## src/rtl/spcmd_map.vh

```
// Constants for the serial loader command timing block
`ifndef SPCMD_MAP_VH
`define SPCMD_MAP_VH
`define SPCMD_SYNC_BYTE 8'h86
`define SPCMD_BAUD_BYTE 8'h79
`define SPCMD_OP_ERASE 8'hf0
`define SPCMD_OP_WRITE 8'h30
`define SPCMD_OP_READ 8'h40
`define SPCMD_OP_SUM 8'h90
`define SPCMD_OP_ID 8'hc0
`define SPCMD_OP_STATUS 8'hc3
`define SPCMD_OP_EMUL 8'hd0
`define SPCMD_OP_SECURE 8'hd8
`define SPCMD_DLY_SYNC 660
`define SPCMD_DLY_BAUD 540
`define SPCMD_DLY_OP 300
`define SPCMD_DLY_SUM 1493340
`define SPCMD_DLY_WRITE 200
`define SPCMD_DLY_READ 430
`define SPCMD_DLY_EMUL 420
`define SPCMD_DLY_SECURE 1080
`define SPCMD_GAP_SYNC 140
`define SPCMD_GAP_BAUD 90
`define SPCMD_GAP_OP 270
`define SPCMD_GAP_NEXT 1100
`define SPCMD_CNT_W 21
`endif

```

## src/rtl/spcmd_top.v

```verilog
// Serial loader command interpreter with response timing in gear clock cycles
`timescale 1ns/1ps
`default_nettype none
`include "spcmd_map.vh"
// Operation
// RULE1: host holds mode and reset low 10 ms
// RULE2: host waits 20 ms before first byte
// RULE3: echo sync byte after 660 gear cycles
// RULE4: echo baud byte after 540 gear cycles
// RULE5: echo operation command after 300 gear cycles
// RULE6: checksum over 32 KB takes 1493340 cycles
// RULE7: write data answer after 200 gear cycles
// RULE8: read data starts after 430 gear cycles
// RULE9: emulation setting echo after 420 gear cycles
// RULE10: security enable takes 1080 gear cycles
// RULE11: host waits 140 cycles after sync echo
// RULE12: host waits 90 cycles after baud echo
// RULE13: host waits 270 cycles after command echo
// RULE14: host waits 1100 cycles before next command
// RULE15: host waits 3 ms before end record
// RULE16: erase f0, write 30, read 40
// RULE17: checksum 90, id c0, status c3
// RULE18: all latencies counted in gear clock cycles
module spcmd_top #(
	parameter SUM_CYCLES = `SPCMD_DLY_SUM,
	parameter DATA_W = 8
) (
	input wire clk,
	input wire rst_n,
	input wire gear_tick,
	input wire mode_pin,
	input wire [DATA_W-1:0] rx_data,
	input wire rx_valid,
	output reg rx_ready,
	output reg [DATA_W-1:0] tx_data,
	output reg tx_valid,
	input wire tx_ready,
	input wire [DATA_W-1:0] mem_data,
	output reg [7:0] op_code,
	output reg op_start,
	output reg loader_busy,
	output reg secure_on,
	output reg cmd_error
);
	localparam [2:0] ST_SYNC = 3'h0;
	localparam [2:0] ST_BAUD = 3'h1;
	localparam [2:0] ST_CMD = 3'h2;
	localparam [2:0] ST_ARG = 3'h3;
	localparam [2:0] ST_WAIT = 3'h4;
	localparam [2:0] ST_SEND = 3'h5;
	localparam [2:0] ST_IDLE = 3'h6;
	localparam [2:0] ST_WORK = 3'h7;
	localparam [31:0] SUM_FULL = SUM_CYCLES;
	localparam [20:0] SUM_LEN = SUM_FULL[20:0];
	reg [2:0] state_reg;
	reg [2:0] state_next;
	reg [2:0] after_reg;
	reg [2:0] after_next;
	reg [20:0] cnt_reg;
	reg [20:0] cnt_next;
	reg [7:0] resp_reg;
	reg [7:0] resp_next;
	reg [7:0] cmd_reg;
	reg [7:0] cmd_next;
	reg sec_next;
	reg err_next;
	reg start_next;
	reg rdy_next;
	reg busy_next;
	reg mode_s1_reg;
	reg mode_s2_reg;
	reg tick_s1_reg;
	reg tick_s2_reg;
	reg tick_s3_reg;
	wire tick;
	wire buf_in_ready;
	wire buf_out_valid;
	wire [DATA_W-1:0] buf_out_data;
	wire push;
	wire rx_take;
	wire tx_load;
	// Gear clock arrives from outside; edge taken after a two-stage sync
	always @(posedge clk) begin
		if (!rst_n) begin
			mode_s1_reg <= 1'b0;
			mode_s2_reg <= 1'b0;
			tick_s1_reg <= 1'b0;
			tick_s2_reg <= 1'b0;
			tick_s3_reg <= 1'b0;
		end else begin
			mode_s1_reg <= mode_pin;
			mode_s2_reg <= mode_s1_reg;
			tick_s1_reg <= gear_tick;
			tick_s2_reg <= tick_s1_reg;
			tick_s3_reg <= tick_s2_reg;
		end
	end
	assign tick = tick_s2_reg && !tick_s3_reg; // see RULE18
	assign push = (state_reg == ST_SEND) && buf_in_ready;
	assign rx_take = rx_valid && rx_ready;
	// Output stage refills only when empty or being taken, so a stall drops nothing
	assign tx_load = !tx_valid || tx_ready;
	spcmd_buf #(
		.W(DATA_W)
	) u_buf (
		.clk(clk),
		.rst_n(rst_n),
		.in_valid(push),
		.in_ready(buf_in_ready),
		.in_data(resp_reg),
		.out_valid(buf_out_valid),
		.out_ready(tx_load),
		.out_data(buf_out_data)
	);
	// Busy time in gear cycles of the long job run after its command echo
	function [20:0] op_delay;
		input [7:0] code;
		begin
			case (code)
				`SPCMD_OP_SUM: op_delay = SUM_LEN; // see RULE6
				`SPCMD_OP_SECURE: op_delay = 21'd`SPCMD_DLY_SECURE; // see RULE10
				default: op_delay = 21'd`SPCMD_DLY_OP; // see RULE5
			endcase
		end
	endfunction
	always @* begin
		state_next = state_reg;
		after_next = after_reg;
		cnt_next = cnt_reg;
		resp_next = resp_reg;
		cmd_next = cmd_reg;
		sec_next = secure_on;
		err_next = 1'b0;
		start_next = 1'b0;
		case (state_reg)
			ST_SYNC: begin
				if (rx_take) begin
					if (rx_data == `SPCMD_SYNC_BYTE) begin
						resp_next = rx_data;
						cnt_next = 21'd`SPCMD_DLY_SYNC; // see RULE3
						after_next = ST_BAUD;
						state_next = ST_WAIT;
					end else begin
						err_next = 1'b1;
					end
				end
			end
			ST_BAUD: begin
				if (rx_take) begin
					if (rx_data == `SPCMD_BAUD_BYTE) begin
						resp_next = rx_data;
						cnt_next = 21'd`SPCMD_DLY_BAUD; // see RULE4
						after_next = ST_CMD;
						state_next = ST_WAIT;
					end else begin
						err_next = 1'b1;
					end
				end
			end
			ST_CMD: begin
				if (rx_take) begin
					case (rx_data)
						`SPCMD_OP_ERASE, `SPCMD_OP_WRITE, `SPCMD_OP_READ,
						`SPCMD_OP_SUM, `SPCMD_OP_ID, `SPCMD_OP_STATUS,
						`SPCMD_OP_EMUL, `SPCMD_OP_SECURE: begin // see RULE16 see RULE17
							cmd_next = rx_data;
							resp_next = rx_data;
							start_next = 1'b1;
							cnt_next = 21'd`SPCMD_DLY_OP; // see RULE5
							if ((rx_data == `SPCMD_OP_ERASE) && secure_on) begin
								sec_next = 1'b0;
							end
							// Long jobs echo first, then run their own count
							if (rx_data == `SPCMD_OP_SUM || rx_data == `SPCMD_OP_SECURE) begin
								after_next = ST_WORK;
							end else if (rx_data == `SPCMD_OP_ID ||
								rx_data == `SPCMD_OP_STATUS ||
								rx_data == `SPCMD_OP_ERASE) begin
								after_next = ST_CMD;
							end else begin
								after_next = ST_ARG;
							end
							state_next = ST_WAIT;
						end
						default: begin
							err_next = 1'b1;
						end
					endcase
				end
			end
			ST_ARG: begin
				if (rx_take) begin
					after_next = ST_CMD;
					state_next = ST_WAIT;
					if (cmd_reg == `SPCMD_OP_WRITE) begin
						resp_next = rx_data;
						cnt_next = 21'd`SPCMD_DLY_WRITE; // see RULE7
						after_next = ST_ARG;
					end else if (cmd_reg == `SPCMD_OP_READ) begin
						resp_next = mem_data;
						cnt_next = 21'd`SPCMD_DLY_READ; // see RULE8
					end else begin
						resp_next = rx_data;
						cnt_next = 21'd`SPCMD_DLY_EMUL; // see RULE9
					end
				end
			end
			ST_WAIT: begin
				if (tick) begin
					if (cnt_reg <= 21'd1) begin
						state_next = ST_SEND;
					end else begin
						cnt_next = cnt_reg - 21'd1;
					end
				end
			end
			ST_SEND: begin
				if (push) begin
					state_next = after_reg;
					if (after_reg == ST_WORK) begin
						cnt_next = op_delay(cmd_reg);
					end
				end
			end
			// Checksum or security job: busy for its own count, no answer byte
			ST_WORK: begin
				if (tick) begin
					if (cnt_reg <= 21'd1) begin
						state_next = ST_CMD;
						if (cmd_reg == `SPCMD_OP_SECURE) begin
							sec_next = 1'b1; // see RULE10
						end
					end else begin
						cnt_next = cnt_reg - 21'd1;
					end
				end
			end
			ST_IDLE: begin
				if (mode_s2_reg) begin
					state_next = ST_SYNC;
				end
			end
			default: begin
				state_next = ST_IDLE;
			end
		endcase
		if (!mode_s2_reg) begin
			state_next = ST_IDLE;
		end
	end
	// Handshake levels follow the state being entered
	always @* begin
		rdy_next = 1'b0;
		busy_next = 1'b0;
		case (state_next)
			ST_SYNC, ST_BAUD, ST_CMD, ST_ARG: begin
				rdy_next = 1'b1;
			end
			ST_WAIT, ST_SEND, ST_WORK: begin
				busy_next = 1'b1;
			end
			default: begin
				rdy_next = 1'b0;
			end
		endcase
	end
	always @(posedge clk) begin
		if (!rst_n) begin
			state_reg <= ST_IDLE;
			after_reg <= ST_SYNC;
			cnt_reg <= 21'h000000;
			resp_reg <= 8'h00;
			cmd_reg <= 8'h00;
			secure_on <= 1'b0;
			cmd_error <= 1'b0;
			op_start <= 1'b0;
			op_code <= 8'h00;
			rx_ready <= 1'b0;
			loader_busy <= 1'b0;
			tx_valid <= 1'b0;
			tx_data <= 8'h00;
		end else begin
			state_reg <= state_next;
			after_reg <= after_next;
			cnt_reg <= cnt_next;
			resp_reg <= resp_next;
			cmd_reg <= cmd_next;
			secure_on <= sec_next;
			cmd_error <= err_next;
			op_start <= start_next;
			op_code <= cmd_next;
			rx_ready <= rdy_next;
			loader_busy <= busy_next;
			if (tx_load) begin
				tx_valid <= buf_out_valid;
				tx_data <= buf_out_data;
			end
		end
	end
endmodule // spcmd_top
`default_nettype wire

```

## src/rtl/spcmd_buf.v

```verilog
// Two-entry skid buffer for the response byte stream
`timescale 1ns/1ps
`default_nettype none
module spcmd_buf #(
	parameter W = 8
) (
	input wire clk,
	input wire rst_n,
	input wire in_valid,
	output wire in_ready,
	input wire [W-1:0] in_data,
	output wire out_valid,
	input wire out_ready,
	output wire [W-1:0] out_data
);
	reg [W-1:0] mem_reg [0:1];
	reg wptr_reg;
	reg rptr_reg;
	reg [1:0] cnt_reg;
	wire push;
	wire pop;
	assign in_ready = (cnt_reg != 2'h2);
	assign out_valid = (cnt_reg != 2'h0);
	assign out_data = mem_reg[rptr_reg];
	assign push = in_valid && in_ready;
	assign pop = out_valid && out_ready;
	always @(posedge clk) begin
		if (push) begin
			mem_reg[wptr_reg] <= in_data;
		end
	end
	always @(posedge clk) begin
		if (!rst_n) begin
			wptr_reg <= 1'b0;
			rptr_reg <= 1'b0;
			cnt_reg <= 2'h0;
		end else begin
			if (push) begin
				wptr_reg <= ~wptr_reg;
			end
			if (pop) begin
				rptr_reg <= ~rptr_reg;
			end
			cnt_reg <= cnt_reg + {1'b0, push} - {1'b0, pop};
		end
	end
endmodule // spcmd_buf
`default_nettype wire

```

## config.mk

```make
export PLATFORM = sky130hd
export DESIGN_NAME = spcmd_top
export DESIGN_NICKNAME = d
export VERILOG_FILES = /design/src/rtl/spcmd_top.v /design/src/rtl/spcmd_buf.v
export VERILOG_INCLUDE_DIRS = /design/src /design/src/rtl
export SDC_FILE = /design/constraint.sdc
export NUM_CORES = 1
export LEC_CHECK = 0
export BUFFER_PORTS_ARGS = -buffer_cell sky130_fd_sc_hd__buf_2
export CORE_MARGIN = 4
export CORE_UTILIZATION = 51
export DETAILED_ROUTE_END_ITERATION = 7
export PLACE_DENSITY = 0.7
export REMOVE_ABC_BUFFERS = 1
export SYNTH_ARGS = -nofsm -noshare
export SYNTH_HDL_FRONTEND = slang
export SYNTH_SLANG_ARGS = --single-unit
```

## constraint.sdc

```tcl
create_clock -name clk -period 3.7 [get_ports clk]
set_clock_uncertainty 0.05 [all_clocks]
set_input_delay 0 -clock clk [delete_from_list [all_inputs] [get_ports clk]]
set_output_delay 0 -clock clk [all_outputs]
set_load 0.01 [all_outputs]
```

==> run_results.csv <==
group,metric,value,unit
sta,worstMarginPinSlew,1.11,ns
global_routing,antenna_found_initial,0,
clock_network,ctsResizeCount,0,
layout,diodes,0,
die,die_width,101,microns
detailed_routing,drtIter0Drc,297,
layout,largest_reg_flops,21,
outcome,outcome,"completed",
critical_path,path_buf_inv,0,
clock_network,cts_max_level,3,
critical_path,r2r_start,"cnt_reg[2]",
critical_path,crit_path_cell_trace,"nor4_4, o211ai_1, o21ai_1, and2_1, nand2b_2, a211oi_1",
hold_path,hp-start,"mem_data[5]",
critical_path,critPathLaunchType,"flip-flop",
synth,syn-cell-area,4370,sq um
placement,io_buffers,43,
clock_network,clk_path_buf_depth,2,
sta,setup_viol_count_final,0,
clock_network,clk_pin_slew,0.11,ns
clock_network,worstSkewPairLatency,0.36,ns
power,max-vdd-ir-drop,0.000268,V
critical_path,max_stage_delay,0.75,ns
layout,drive_gt1_share,20.5,%
synth,yosysSeqAreaShare,41.2,%
critical_path,path_delay_family,"simple AND/OR/NAND/NOR gates",
synth,ys.flop_type,"dfxtp_1",
layout,area_growth,13.4,%
placement,dp_hpwl,7.21,mm
synth,avgSynthCellArea,9.49,sq um
sta,fmax,0.367,GHz
die,dieHeight,101,microns
flow_run,max-cap-violations,0,
synth,synth_seq_cells,82,
sta,final.setup.tns,0,ns
layout,fin_nets,532,
die,core,8300,sq um
synth,ys_warn_count,0,
synth,syn_inst,461,
clock_network,cts_tree,"yes",
power,power_leakage,0.00190,uW
sta,period_needed,2.72,ns
clock_network,cts_inserted_buffers,9,
critical_path,critPathSlowestCell,"and2_1",
sta,slew_viol_final,0,
die,die_area,10100,sq um
clock_network,cts_hold_buf,14,
critical_path,cp_max_fo,22,
detailed_routing,drt-vias-per-instance,6.12,
layout,post-route-util,59.8,%
global_routing,track_usage,21.9,%
detailed_routing,remaining_drc_errors,0,
detailed_routing,final_antenna_net_count,0,
sta,hold_violations,0,
critical_path,crit_start,"cnt_reg[2]",
detailed_routing,drt_pass1_iterations,5,
critical_path,arrival,2.86,ns
placement,place.gp.congestion,0.899,
detailed_routing,wl_per_cell,17.2,microns
critical_path,required,3.84,ns
clock_network,cts_setup_buffers,0,
die,start_util,52.7,%
critical_path,end_kind,"flip-flop",
hold_path,hold_class,"input pin to flip-flop",
clock_network,cts_sinks,82,
critical_path,path_class,"flip-flop to flip-flop",
critical_path,r2r_slack,0.98,ns
power,powerDensity,391,nW/um^2
power,power,1940,uW
die,num_rows,33,
synth,synth_enable_flop_cells,16,
synth,post_synth_num_cell_types,77,
sta,rsz0062_at_grt,"no",
die,ios,44,
global_routing,grt_pass1_vias,3634,
detailed_routing,vias,3769,
sta,maxSlewHeadroom,25.9,%
global_routing,grt_first_pass_wirelength,17.8,mm
clock_network,cts-root-buf,"clkbuf_8",
synth,ys_async_sr_fraction,0,%
detailed_routing,drt-total-wl,10.6,mm
sta,period_share,73.6,%
global_routing,gr-total-overflow,0,
global_routing,grt_max_degree,37,
-- layout by cell type, fill, tap and decap left out, drive strengths merged, types with 10 or more instances in the layout --
| master | n |
|---|---|
| nand3 | 13 |
| buf | 51 |
| o21ai | 23 |
| nor2 | 54 |
| dfxtp | 66 |
| inv | 19 |
| mux2i | 24 |
| a211oi | 20 |
| nor3 | 20 |
| a21oi | 28 |
| and2 | 10 |
| nand2 | 17 |
| dlygate4sd3 | 14 |
| edfxtp | 16 |
| o311ai | 15 |
-- area by class of cell --
cell class	instances	area, sq um
Clock buffer	9	124
Fill cell	743	3340
Tap cell	105	131
Inverter	14	52.6
Sequential cell	82	1800
Clock inverter	7	76.3
Timing Repair Buffer	65	415
Multi-Input combinational cell	334	2360
-- power breakdown --
group          internal (uW)  leakage, uW  switching, uW  total, uW
combinational            129      0.00111            169        298
clock                    271     0.000103            388        659
sequential               949     0.000684           35.6        984
-- cells by family after synthesis --
family / share of synthesized area [%]
compound gates: 23.4
xor+xnor: 1.80
simple gates: 22.1
flops: 41.2
fa+ha+maj: 1.14
mux: 5.49
buf+inv: 4.86
-- through the flow --
stage          cell area, sq um  setup WS [ns]  instances  hold slack, ns
2_1_floorplan              4210           1.18        430          0.0429
3_3_place_gp               4620           1.11        586           0.157
3_5_place_dp               4620           1.06        586           0.160
4_1_cts                    4960           1.02        616         0.00398
5_1_grt                    4960          0.753        616         0.00300
6_report                   4960          0.978        616          0.0129
-- worst reg2reg max path, stage by stage (launching register included) --
cell,delay (ns)
dfxtp_1,0.39
nor4_4,0.51
o211ai_1,0.22
o21ai_1,0.19
and2_1,0.75
nand2b_2,0.36
a211oi_1,0.09
-- worst paths after layout --
path              depth (start not counted)     endpoint
hold reg to reg                           1  mode_s2_reg
setup / recovery                          6   cnt_reg[1]
setup reg to reg                          6   cnt_reg[1]
hold / removal                            3  resp_reg[5]
-- cell usage after synthesis (all sizes together), types with 2 or more instances --
master	instances	area share [%]
nand2b	8	1.2
clkbuf	14	1.2
or3	6	0.86
o21ai	23	2.6
and2	10	1.4
o41ai	2	0.57
nor3	20	2.3
a41oi	2	0.40
mux2i	24	5.5
o311ai	15	3.8
o211a	2	0.46
o32ai	2	0.40
o2111ai	2	0.54
nor4	7	1.5
nand4	2	0.29
nand3	13	2.2
a311oi	2	0.40
nand4b	3	0.60
nand2	17	1.5
a221oi	3	0.60
a211oi	20	4.5
dfxtp	66	30
a31oi	9	1.3
a21boi	4	0.69
edfxtp	16	11
a221o	2	0.46
buf	17	2.5
inv	13	1.1
o221a	2	0.51
nor2b	3	0.43
and4bb	4	1.1
nor4b	3	1.1
ha	4	1.1
and3	6	0.97
xor2	2	0.40
nor2	54	4.8
or4	2	0.34
o211ai	6	1.0
nand3b	2	0.34
o31ai	3	0.51
xnor2	7	1.4
a21oi	28	3.9
-- layer usage --
layer	track usage (%)	wire, microns	part of all wire [%]	up-vias
li1	-	-	-	1835
met1	29.2	4760	45	1775
met2	33.8	4970	47	134
met3	5.67	639	6.0	25
met4	8.60	215	2.0	0
met5	0	0	0	-
No activity file was read; power rests on OpenSTA's default activity.
